File: src/core/stc_defines.svh
// Constants shared by the source transfer controller files
`ifndef STC_DEFINES_SVH
`define STC_DEFINES_SVH

// Clock period and stabilization interval, in ns
`define STC_CLK_NS 10
`define STC_STAB_NS 1000

// Register port widths
`define STC_AW 4
`define STC_DW 16

// Register word offsets
`define STC_ADDR_CTRL 4'h0
`define STC_ADDR_STAB 4'h1
`define STC_ADDR_STAT 4'h2

// Control register layout and reset value
`define STC_CW 9
`define STC_CTRL_RST 9'h011
`define STC_C_AUTO 0
`define STC_C_MALT 1
`define STC_C_FREQ 2
`define STC_C_PHASE 3
`define STC_C_RET 4
`define STC_C_PREF 5
`define STC_C_PSEEK 6
`define STC_C_FULL 7
`define STC_C_SIL 8
`define STC_C_CLR 9

`endif

File: src/core/stc_pkg.sv
// Types shared by the source transfer controller files
`include "stc_defines.svh"

package stc_pkg;
    // Which source feeds the load
    typedef enum logic [2:0] {
        LD_OFF  = 3'b001,
        LD_NORM = 3'b010,
        LD_ALT  = 3'b100
    } load_e;
    // Stored control bits
    typedef logic [`STC_CW-1:0] ctrl_t;
endpackage

File: src/core/source_qualify.sv
// Availability judgement of one source with over-frequency hysteresis
`timescale 1ns/10ps
`default_nettype none

module source_qualify #(
    parameter int NPH = 3
) (
    // Clock and control
    input wire logic clock_i,
    input wire logic rst_i,
    input wire logic ce_i,
    // Configuration
    input wire logic freq_en_i,
    input wire logic full_phase_i,
    // Sensing flags
    input wire logic [NPH-1:0] pickup_i,
    input wire logic sw_open_i,
    input wire logic over_freq_i,
    input wire logic of_pickup_i,
    input wire logic under_freq_i,
    // Results
    output logic avail_o,
    output logic of_trip_o
);
    typedef struct packed {
        logic of_trip;
    } state_s;
    state_s st_ff;
    state_s nxt_st;
    logic ph_ok;
    logic freq_ok;

    assign ph_ok = full_phase_i ? (&pickup_i) : pickup_i[0];
    assign freq_ok = !freq_en_i ||
        !(st_ff.of_trip || over_freq_i || under_freq_i);
    assign avail_o = ph_ok && !sw_open_i && freq_ok;
    assign of_trip_o = st_ff.of_trip;

    // Over-frequency trip latch, released below the pickup threshold
    always_comb begin
        nxt_st = st_ff;
        if (!freq_en_i) begin
            nxt_st.of_trip = 1'b0;
        end else if (over_freq_i) begin
            nxt_st.of_trip = 1'b1;
        end else if (of_pickup_i) begin
            nxt_st.of_trip = 1'b0;
        end
    end

    // State register
    always_ff @(posedge clock_i) begin
        if (rst_i) begin
            st_ff <= '0;
        end else if (ce_i) begin
            st_ff <= nxt_st;
        end
    end
endmodule // source_qualify

`default_nettype wire

File: src/core/stab_timer.sv
// Counts how long a source has continuously been available
`timescale 1ns/10ps
`default_nettype none

module stab_timer #(
    parameter int W = 16
) (
    // Clock and control
    input wire logic clock_i,
    input wire logic rst_i,
    input wire logic ce_i,
    // Qualifying level and interval in cycles
    input wire logic qual_i,
    input wire logic [W-1:0] limit_i,
    // Interval elapsed
    output logic done_o
);
    typedef struct packed {
        logic [W-1:0] cnt;
    } state_s;
    state_s st_ff;
    state_s nxt_st;

    assign done_o = qual_i && (st_ff.cnt >= limit_i);

    // Count while qualified, restart on any drop
    always_comb begin
        nxt_st = st_ff;
        if (!qual_i) begin
            nxt_st.cnt = '0;
        end else if (st_ff.cnt < limit_i) begin
            nxt_st.cnt = st_ff.cnt + W'(1);
        end
    end

    // State register
    always_ff @(posedge clock_i) begin
        if (rst_i) begin
            st_ff <= '0;
        end else if (ce_i) begin
            st_ff <= nxt_st;
        end
    end
endmodule // stab_timer

`default_nettype wire

File: src/core/source_transfer_control.sv
// Two-source transfer switch decision logic with register port
// Functional notes
// - available needs pickup, closed switches, frequency
// - over-frequency makes source unavailable at once
// - over-frequency clears only below pickup threshold
// - under-frequency makes source unavailable
// - in-phase drop transfers if other available
// - phase feature gates in-phase transfer on mismatch
// - phase feature off ignores mismatch entirely
// - random-transfer level transfers regardless of phase
// - random level plus overload inhibits transfers
// - shorted switch selects its source, blocks transfers
// - normal seeking prefers normal source
// - power seeking keeps first available source; here it returns to the preferred source when re-transfer is on
// - re-transfer returns to preferred when available
// - re-transfer off never returns automatically
// - preferred source selectable and indicated
// - re-transfer waits stabilization interval
// - full phase protection watches every phase
// - no deliberate delay before switching
// - status, fault and alarm indications driven
// - re-transfer enabled indicator
// - manual mode holds operator-selected source
// - per-source availability indicator
//
// Chosen here: the address-and-strobe port and the address map.
`timescale 1ns/10ps
`default_nettype none
`include "stc_defines.svh"

module source_transfer_control
    import stc_pkg::*;
#(
    parameter int NPH = 3,
    parameter int STAB_W = 16,
    parameter int STAB_NS = `STC_STAB_NS
) (
    // Clock, reset, enable
    input wire logic clock_i,
    input wire logic rst_i,
    input wire logic ce_i,
    // Register port
    input wire logic [`STC_AW-1:0] addr_i,
    input wire logic [`STC_DW-1:0] wdata_i,
    input wire logic we_i,
    input wire logic re_i,
    output logic [`STC_DW-1:0] rdata_o,
    // Per-phase pickup flags, normal and alternate
    input wire logic [NPH-1:0] pickup_n_i,
    input wire logic [NPH-1:0] pickup_a_i,
    // Per-source flags, bit 0 normal, bit 1 alternate
    input wire logic [1:0] sw_open_i,
    input wire logic [1:0] sw_short_i,
    input wire logic [1:0] over_freq_i,
    input wire logic [1:0] of_pickup_i,
    input wire logic [1:0] under_freq_i,
    input wire logic [1:0] inphase_low_i,
    input wire logic [1:0] random_low_i,
    // Load and phase flags
    input wire logic overload_i,
    input wire logic phase_in_lim_i,
    // Switch commands
    output logic close_norm_o,
    output logic close_alt_o,
    // Indicators
    output logic [1:0] avail_o,
    output logic load_power_o,
    output logic auto_ind_o,
    output logic fault_ind_o,
    output logic pref_alt_o,
    output logic retran_en_o,
    output logic alarm_vis_o,
    output logic alarm_aud_o
);
    localparam logic [STAB_W-1:0] STAB_CYC =
        STAB_W'((STAB_NS + `STC_CLK_NS - 1) / `STC_CLK_NS);

    typedef struct packed {
        load_e ld;
        ctrl_t ctrl;
        logic [STAB_W-1:0] stab;
        logic inh_short;
        logic load_fault;
        logic cl_n;
        logic cl_a;
        logic [1:0] av;
        logic load_pwr;
        logic fault_ind;
        logic alarm_v;
        logic alarm_a;
        logic [`STC_DW-1:0] rdata;
    } state_s;

    state_s st_ff;
    state_s nxt_st;
    logic [1:0] q_av;
    logic [1:0] of_trip;
    logic [1:0] av;
    logic [2*NPH-1:0] pickup_all;
    logic act;
    logic on_src;
    logic rnd;
    logic short_any;
    logic inh_now;
    logic ph_ok;
    logic tgt;
    logic stab_done;
    logic xfer;
    logic back;
    logic clr;

    assign pickup_all = {pickup_a_i, pickup_n_i};

    for (genvar s = 0; s < 2; s++) begin : g_src
        source_qualify #(
            .NPH(NPH)
        ) u_qual (
            .clock_i(clock_i),
            .rst_i(rst_i),
            .ce_i(ce_i),
            .freq_en_i(st_ff.ctrl[`STC_C_FREQ]),
            .full_phase_i(st_ff.ctrl[`STC_C_FULL]),
            .pickup_i(pickup_all[s*NPH +: NPH]),
            .sw_open_i(sw_open_i[s]),
            .over_freq_i(over_freq_i[s]),
            .of_pickup_i(of_pickup_i[s]),
            .under_freq_i(under_freq_i[s]),
            .avail_o(q_av[s]),
            .of_trip_o(of_trip[s])
        );
    end

    assign av = q_av & ~inphase_low_i;
    assign act = (st_ff.ld == LD_ALT);
    assign on_src = (st_ff.ld != LD_OFF);
    // random-transfer level on the active source
    assign rnd = on_src && random_low_i[act];
    assign short_any = |sw_short_i;
    // load fault inhibits on this very cycle
    assign inh_now = st_ff.inh_short || st_ff.load_fault ||
        (rnd && overload_i);
    // phase gate only when feature is on
    assign ph_ok = !st_ff.ctrl[`STC_C_PHASE] || phase_in_lim_i;
    assign tgt = st_ff.ctrl[`STC_C_PSEEK] && st_ff.ctrl[`STC_C_PREF];
    assign clr = we_i && (addr_i == `STC_ADDR_CTRL) &&
        wdata_i[`STC_C_CLR];

    // stabilization only counts with re-transfer on
    stab_timer #(
        .W(STAB_W)
    ) u_stab (
        .clock_i(clock_i),
        .rst_i(rst_i),
        .ce_i(ce_i),
        .qual_i(st_ff.ctrl[`STC_C_RET] && av[tgt]),
        .limit_i(st_ff.stab),
        .done_o(stab_done)
    );

    // transfer away from a failing source
    assign xfer = (!av[act] || rnd) && av[!act] && (rnd || ph_ok);
    assign back = st_ff.ctrl[`STC_C_RET] && (act != tgt) &&
        av[tgt] && stab_done && ph_ok;

    // Next-state logic: registers, faults, source choice, indicators
    always_comb begin
        nxt_st = st_ff;
        // Register writes
        if (we_i && addr_i == `STC_ADDR_CTRL) begin
            nxt_st.ctrl = wdata_i[`STC_CW-1:0];
        end
        if (we_i && addr_i == `STC_ADDR_STAB) begin
            nxt_st.stab = wdata_i[STAB_W-1:0];
        end
        // shorted switch latch, set wins over clear
        if (short_any) begin
            nxt_st.inh_short = 1'b1;
        end else if (clr) begin
            nxt_st.inh_short = 1'b0;
        end
        // load fault latch, set wins over clear
        if (rnd && overload_i) begin
            nxt_st.load_fault = 1'b1;
        end else if (clr) begin
            nxt_st.load_fault = 1'b0;
        end
        if (sw_short_i[0]) begin
            nxt_st.ld = LD_NORM;
        end else if (sw_short_i[1]) begin
            nxt_st.ld = LD_ALT;
        end else if (inh_now) begin
            nxt_st.ld = st_ff.ld;
        end else if (!st_ff.ctrl[`STC_C_AUTO]) begin
            nxt_st.ld = st_ff.ctrl[`STC_C_MALT] ? LD_ALT : LD_NORM;
        end else begin
            // decision taken in the same cycle
            unique case (st_ff.ld)
                LD_OFF: begin
                    if (av[0]) begin
                        nxt_st.ld = LD_NORM;
                    end else if (av[1]) begin
                        nxt_st.ld = LD_ALT;
                    end
                end
                LD_NORM, LD_ALT: begin
                    if (xfer) begin
                        nxt_st.ld = act ? LD_NORM : LD_ALT;
                    end else if (back) begin
                        nxt_st.ld = tgt ? LD_ALT : LD_NORM;
                    end
                end
            endcase
        end
        nxt_st.cl_n = (nxt_st.ld == LD_NORM);
        nxt_st.cl_a = (nxt_st.ld == LD_ALT);
        nxt_st.av = av;
        nxt_st.load_pwr = (nxt_st.cl_n && av[0]) ||
            (nxt_st.cl_a && av[1]);
        nxt_st.fault_ind = nxt_st.inh_short || nxt_st.load_fault;
        nxt_st.alarm_v = nxt_st.fault_ind || !(|av);
        nxt_st.alarm_a = nxt_st.alarm_v && !nxt_st.ctrl[`STC_C_SIL];
        // Read data stands for one cycle only
        nxt_st.rdata = '0;
        if (re_i) begin
            unique case (addr_i)
                `STC_ADDR_CTRL: begin
                    nxt_st.rdata = `STC_DW'(st_ff.ctrl);
                end
                `STC_ADDR_STAB: begin
                    nxt_st.rdata = `STC_DW'(st_ff.stab);
                end
                `STC_ADDR_STAT: begin
                    nxt_st.rdata = `STC_DW'({of_trip, stab_done,
                        st_ff.load_fault, st_ff.inh_short,
                        st_ff.av, st_ff.cl_a, st_ff.cl_n});
                end
                default: begin
                    nxt_st.rdata = '0;
                end
            endcase
        end
    end

    // State register, frozen while the clock enable is low
    always_ff @(posedge clock_i) begin
        if (rst_i) begin
            st_ff <= '0;
            st_ff.ld <= LD_OFF;
            st_ff.ctrl <= `STC_CTRL_RST;
            st_ff.stab <= STAB_CYC;
        end else if (ce_i) begin
            st_ff <= nxt_st;
        end
    end

    // Outputs straight from the state register
    assign rdata_o = st_ff.rdata;
    assign close_norm_o = st_ff.cl_n;
    assign close_alt_o = st_ff.cl_a;
    assign avail_o = st_ff.av;
    assign load_power_o = st_ff.load_pwr;
    assign fault_ind_o = st_ff.fault_ind;
    assign alarm_vis_o = st_ff.alarm_v;
    assign alarm_aud_o = st_ff.alarm_a;
    assign auto_ind_o = st_ff.ctrl[`STC_C_AUTO];
    assign pref_alt_o = st_ff.ctrl[`STC_C_PREF];
    assign retran_en_o = st_ff.ctrl[`STC_C_RET];
endmodule // source_transfer_control

`default_nettype wire

File: config.mk
export PLATFORM = sky130hd
export DESIGN_NAME = source_transfer_control
export DESIGN_NICKNAME = d
export VERILOG_FILES = /design/src/core/stc_pkg.sv /design/src/core/source_qualify.sv /design/src/core/stab_timer.sv /design/src/core/source_transfer_control.sv
export VERILOG_INCLUDE_DIRS = /design/src /design/src/core
export SDC_FILE = /design/constraint.sdc
export NUM_CORES = 1
export LEC_CHECK = 0
export BUFFER_PORTS_ARGS = -buffer_cell sky130_fd_sc_hd__buf_4
export CORE_UTILIZATION = 40
export DETAILED_ROUTE_END_ITERATION = 8
export SLEW_MARGIN = 20
export SYNTH_ARGS = -nofsm -noshare
export SYNTH_HDL_FRONTEND = slang
export SYNTH_SLANG_ARGS = --single-unit
File: constraint.sdc
create_clock -name clock_i -period 2.9 [get_ports clock_i]
set_input_delay 0 -clock clock_i [delete_from_list [all_inputs] [get_ports clock_i]]
set_output_delay 0 -clock clock_i [all_outputs]
set_load 0.02 [all_outputs]
==> results.ini, run 1 <==
[clock_tree]
htree_levels=3
clk_pin_slew_ps=80
clock_latency_ps=340
cts_tree=yes
root_buffer=clkbuf_8
clockBufferDepth=2
cts_made_buffers=9
clock-sinks=72

[placed_design]
place_hpwl_mm=7.58
gp_congestion=0.834
port_buffers=73
placed_cell_area_mm2=0.00429

[yosys]
yosysUniqueCellTypes=57
synth.cell_area_mm2=0.00375
syn_nets=540
synth_edf_count=0
ys_warn_count=0
synthCells=476
ys.flop_type=dfxtp_1
synth_area_per_cell_um2=7.87
synth-seq-cells=72
synth_top_area_cell=dfxtp_1
yosysTopAreaCellShare_pct=38.5
synth-seq-area-share_pct=38.5
async_flop_share_pct=0
synth_area_leaders=dfxtp_1 38%, nor2_1 7.5%, nand2_1 7.3%, a21oi_1 6.3%, ha_1 5.7%

[route]
vias_per_cell=5.44
drtAntennaViolNets=0
drc_errors=0
vias=3598
initialDrtViolationCount=224
post_drt_wl_per_cell_um=15.7
totalWireLength_mm=10.4
dr.pass1.iters=6

[setup_path]
rr_worst_depth=11
crit_chain=inv_1 -> ha_1 -> nand4_1 -> or4_4 -> a21oi_4 -> nor3_4 -> a221oi_2 -> o221ai_2 -> and3_1 -> nand3b_1 -> a21oi_1
cp_data_arrival_time_ps=3030
critical_path_class=reg -> reg
end_kind=register
cp.required_ps=3160
cp_slowest_cell=or4_4
crit_fanout=5
max_stage_delay_ps=560
r2r_start=st_ff[35]
rrSetupSlack_ps=130
worstReg2RegEnd=st_ff[52]
startpoint=st_ff[35]
startpoint_type=register
cp-endpoint=st_ff[52]

[timing]
fmax_ghz=0.360
hold_viol_final=0
final_max_slew_viol_count=0
max_slew_margin_pct=58.5
post-route-min-period_ps=2770
hold_slack_ps=17.2
fin_setup_tns_ps=0
setup_viol=0
fin_skew_ps=9.13
finalCritPeriodShare_pct=95.7
tightest_slew_ps=623

[power_and_ir_drop]
p_leak_nw=1.87
vdd_drop_max_v=0.000205
power_density_mw_per_mm2=433

[floorplanning]
start_util_pct=42.1
die_w_um=98.8
dieHeight_um=98.8
dieArea_mm2=0.00976
num_rows=34
ios=74
coreArea_mm2=0.00889

[outcome]
outcome=complete, no violations

[finish]
num-nets-final=614
synthToLayoutAreaGrowth_pct=25.3
n_antenna_cell=0
final_area_mm2=0.00469
drive_gt1_share_pct=21.5
seqCellArea_mm2=0.00145
multi_input_comb_area_mm2=0.00204
fillCellCount=864
utilization_pct=52.8

[global_route]
grt_pass1_wl_mm=16.9
globalRouteTotalUtil_pct=21.9
antenna_found_initial=0
gr-total-overflow=0
grt_max_degree=60
grt_pass1_vias=3337

[worst_hold_path]
hp-class=in -> reg

[job]
drv_cap=0

## per-stage QoR
stage	setup WS [ps]	power (mW)	std cells
after global placement	99.6	1.25	628
after global routing	-6.36	2.11	662
after detailed placement	97.0	1.25	628
final	126	2.03	662
after floorplan	406	1.15	476
after CTS	58.6	2.03	660
## what timing repair did
item / in CTS / in global routing
endpoints found under the setup margin: 0 / 13
resized for setup: 0 / 9
hold buffers: 17 / 0
buffers inserted: 0 / 2
endpoints found under the hold margin: 26 / 0
## logic make-up after synthesis
logic type,Yosys count,synth area share (%)
XOR/XNOR,15,3.51
adder cells (fa/ha/maj),17,5.68
multiplexers,2,0.534
AND/OR/NAND/NOR,195,23.1
flip-flops,72,38.5
buffers and inverters,60,7.95
AO/OA/AOI/OAI,115,20.8
## worst min-delay path by stage
| stage | slack (ps) | from | endpoint | cells after the start |
|---|---|---|---|---|
| 2_1_floorplan | 120 | wdata_i[2] | st_ff[28] | 1 |
| 6_report | 20 | over_freq_i[0] | g_src[0].u_qual.of_trip_o | 5 |
| 4_1_cts | 6 | sw_short_i[1] | st_ff[25] | 3 |
| 5_1_grt | 20 | sw_short_i[1] | st_ff[25] | 3 |
| 3_5_place_dp | 220 | wdata_i[6] | st_ff[32] | 2 |
| 3_3_place_gp | 210 | wdata_i[6] | st_ff[32] | 2 |
## routing by layer
metal | part of all wire [%] | GRT usage, %
met1 | 47 | 31.2
met2 | 45 | 34.2
met3 | 6.6 | 3.26
met4 | 1.5 | 6.66
met5 | 0 | 0
## worst max-delay path: cells and delay by family, from the launching register on
| family | cells | cell delay, ps |
|---|---|---|
| AND/OR/NAND/NOR | 5 | 1140 |
| AO/OA/AOI/OAI | 4 | 850 |
| flip-flops | 1 | 370 |
| adder cells (fa/ha/maj) | 1 | 290 |
| buffers and inverters | 1 | 60 |
## cells in the mapped netlist (3+ instances only)
cell type,n
nor2_1,75
a22oi_1,10
ha_1,17
buf_4,19
nand3_1,11
dfxtp_1,72
clkbuf_1,17
xor2_1,10
nand3b_1,3
a222oi_1,9
nand4_1,7
a21oi_1,47
o211ai_1,3
a21o_1,4
nand2_1,73
a211o_1,4
o21ai_0,10
inv_1,22
xnor2_1,5
and3_1,9
a31oi_1,3
## report_power, final
| group | internal (mW) | total, mW | switching, mW |
|---|---|---|---|
| clock network | 0.393 | 0.772 | 0.379 |
| logic | 0.112 | 0.238 | 0.126 |
| registers | 1.00 | 1.02 | 0.0177 |
| total | 1.51 | 2.03 | 0.523 |
## layout make-up
type                            count  share of cell area, %
Sequential cell                    72                   30.8
Tap cell                          108                   2.88
Clock inverter                      5                   1.25
Timing Repair Buffer              100                   16.9
Inverter                           23                   1.84
Multi-Input combinational cell    344                   43.6
Clock buffer                       10                   2.72
## registers in the layout, indices dropped and copies added, names as in the netlist, 2 cells and up
name	count
u_stab.st_ff	16
rdata_o	16
g_src.u_qual.of_trip_o	2
st_ff	27
avail_o	2
## layout by cell type, fill, tap and decap left out, types with 2 or more instances in the layout
master         count
o21a_1             2
nor2_1            75
xnor2_1            5
nand2_1           73
clkbuf_8           9
xor2_1            10
o211ai_1           3
dfxtp_1           68
a222oi_1           9
a211o_1            4
or3_1              2
nand3_1           11
dfxtp_2            4
a21bo_2            2
o21ai_2            2
nor3b_1            2
buf_4             83
o21ai_0           10
nand3b_1           3
a21oi_1           47
a211oi_1           2
clkinvlp_4         2
a22oi_1           10
a31oi_1            2
nand4_1            7
a21o_1             4
mux2i_1            2
inv_1             22
and3_1             9
ha_1              17
o31ai_1            2
dlygate4sd3_1     17
Power figures use the tool's default switching activity.
==> run 2, diff against run 1 <==
RECOVER_POWER = 100   (was unset)
SYNTH_HIERARCHICAL = 1   (was unset)
==> run 2 against run 1 <==
Effect of this change:
- the flow now finishes with violations (setup timing)
- clock power is 7.6% higher
- setup slack worse by 400 ps
- synthesized area is 9.2% higher
- highest routed layer unchanged
- register-to-register slack worse by 400 ps
- die area is 9.0% higher
==> results.ini, run 2 <==
[floorplanning]
num_rows=36
die_w_um=103
start_util_pct=41.5
dieArea_mm2=0.0106
coreArea_mm2=0.00986
dieHeight_um=103
ios=74

[timing]
fmax_ghz=0.315
rsz0062_at_grt=true
post-route-min-period_ps=3170
hold_viol_final=0
final_max_slew_viol_count=0
finalWorstSetupSlack_ps=-275
tightest_slew_ps=966
fin_skew_ps=19.4
setup_viol=11
finalCritPeriodShare_pct=109
fin_setup_tns_ps=-1330
max_slew_margin_pct=35.4

[clock_tree]
clockBufferDepth=2
clock-sinks=72
cts_tree=yes
cts_made_buffers=9
clock_latency_ps=370
clk_pin_slew_ps=90
root_buffer=clkbuf_8
htree_levels=3

[setup_path]
r2r_start=g_src[1].u_qual/of_trip_o
cp.required_ps=3200
end_kind=register
startpoint_type=register
rrSetupSlack_ps=-270
worstReg2RegEnd=load_power_o
critical_path_class=reg -> reg
crit_fanout=3
rr_worst_depth=14
cp_data_arrival_time_ps=3480

[outcome]
outcome=complete, but fails checks
violations=setup timing

[route]
drtAntennaViolNets=0
dr.pass1.iters=5
vias_per_cell=5.45
vias=4168
totalWireLength_mm=12.1
post_drt_wl_per_cell_um=15.8
drc_errors=0
initialDrtViolationCount=290

[finish]
fillCellCount=959
drive_gt1_share_pct=22.2
synthToLayoutAreaGrowth_pct=30.8
num-nets-final=691
largest_register_ffs=27
top_register=st_ff
n_antenna_cell=0
final_cell_mix=83 x nand2_1, 79 x buf_4, 70 x dfxtp_1
instances_no_fill=765
final_common_cell=nand2_1

[placed_design]
post-place-ws_ps=-306
place_hpwl_mm=8.53
port_buffers=73
dp.cells=710
gp_congestion=0.853

[yosys]
synth-seq-area-share_pct=35.2
yosysMostFrequentCell=nand2_1
async_flop_share_pct=0
ys_warn_count=6
synth_area_per_cell_um2=7.79
synthCells=525
synth.cell_area_mm2=0.00409
synth_edf_count=0
ys_top_cells_by_count=86 x nand2_1, 72 x dfxtp_1, 54 x a21oi_1, 49 x nor2_1, 28 x inv_1
synth-seq-cells=72
synth_top_area_cell=dfxtp_1
syn_nets=589
yosysTopAreaCellShare_pct=35.2
synth_area_leaders=dfxtp_1 35%, nand2_1 7.9%, a21oi_1 6.6%, ha_1 5.2%, nor2_1 4.5%
yosysUniqueCellTypes=62
ys.flop_type=dfxtp_1

[global_route]
antenna_found_initial=0
gr-total-overflow=0
grt_pass1_wl_mm=19.1
globalRouteTotalUtil_pct=23.9
grt_max_degree=50
grt_pass1_vias=3918

[worst_hold_path]
hold_end=g_src[0].u_qual/of_trip_o
hp-class=in -> reg
hold_start=over_freq_i[0]
min_path_cells=4

[job]
drv_cap=0

[power_and_ir_drop]
vdd_drop_max_v=0.000187
power_density_mw_per_mm2=397
p_leak_nw=2.05

run 2: through the flow:
step,hold slack [ps],area [µm²],utilization [%],power (mW)
after detailed placement,239,4760,48.3,1.27
after CTS,1.67,5240,53.1,2.12
after global placement,226,4760,48.3,1.27
after floorplan,69.1,4120,-,1.17
final,14.3,5350,54.2,2.13
after global routing,40.1,5350,54.2,2.21
run 2: worst max path at each step:
stage | start | end | slack, ps | cells after the start
2_1_floorplan | g_src[0].u_qual/of_trip_o | load_power_o | -70 | 15
3_3_place_gp | g_src[1].u_qual/of_trip_o | load_power_o | -220 | 14
3_5_place_dp | g_src[1].u_qual/of_trip_o | load_power_o | -310 | 14
4_1_cts | g_src[0].u_qual/of_trip_o | load_power_o | -280 | 15
5_1_grt | g_src[1].u_qual/of_trip_o | load_power_o | -470 | 14
6_report | g_src[1].u_qual/of_trip_o | load_power_o | -270 | 14
run 2: where the power goes:
part / internal, mW / switching (mW) / leakage (nW)
Clock: 0.402 / 0.429 / 0.0933
Combinational: 0.135 / 0.141 / 1.38
Sequential: 1.00 / 0.0175 / 0.584
run 2: kinds of logic after synthesis:
logic type | after synthesis | synth area share (%)
AO/OA/AOI/OAI | 142 | 24.6
XOR/XNOR | 1 | 0.214
adder cells (fa/ha/maj) | 17 | 5.20
buffers and inverters | 74 | 9.08
flip-flops | 72 | 35.2
multiplexers | 1 | 0.245
AND/OR/NAND/NOR | 218 | 25.4
run 2: what timing repair did:
action / 4_1_cts / 5_1_grt
setup endpoints to repair: 7 / 21
hold buffers: 25 / 0
gates resized for setup: 4 / 32
hold endpoints to repair: 33 / 0
pin swaps: 10 / 12
setup buffers: 2 / 12
run 2: per-layer routing:
metal,part of all wire (%),global-route usage [%],vias to the layer above
met2,46,40.1,141
li1,-,-,2062
met1,47,31.1,1950
met5,0,0,-
met3,5.5,3.73,15
met4,1.9,8.56,0
run 2: worst max-delay path: stages, from the launching register on:
cell and delay, ps:
dfxtp_2 330, o31a_1 270, a2111oi_4 320, nand4b_1 230
a21boi_4 220, and4_1 240, and3_4 200, o21ai_2 50
nand2_2 120, nand3_2 80, o311ai_2 250, a2bb2oi_2 270
a211oi_2 50, or3_4 340, o211ai_2 140
run 2: cell type report:
type	instances	area, µm²	share of cell area (%)
clock buffer	10	128	2.38
inverter	29	109	2.03
multi-input combinational	379	2430	45.4
clock inverter	6	67.6	1.26
timing repair buffer	136	1010	18.8
sequential	72	1440	27.0
tap	133	166	3.11
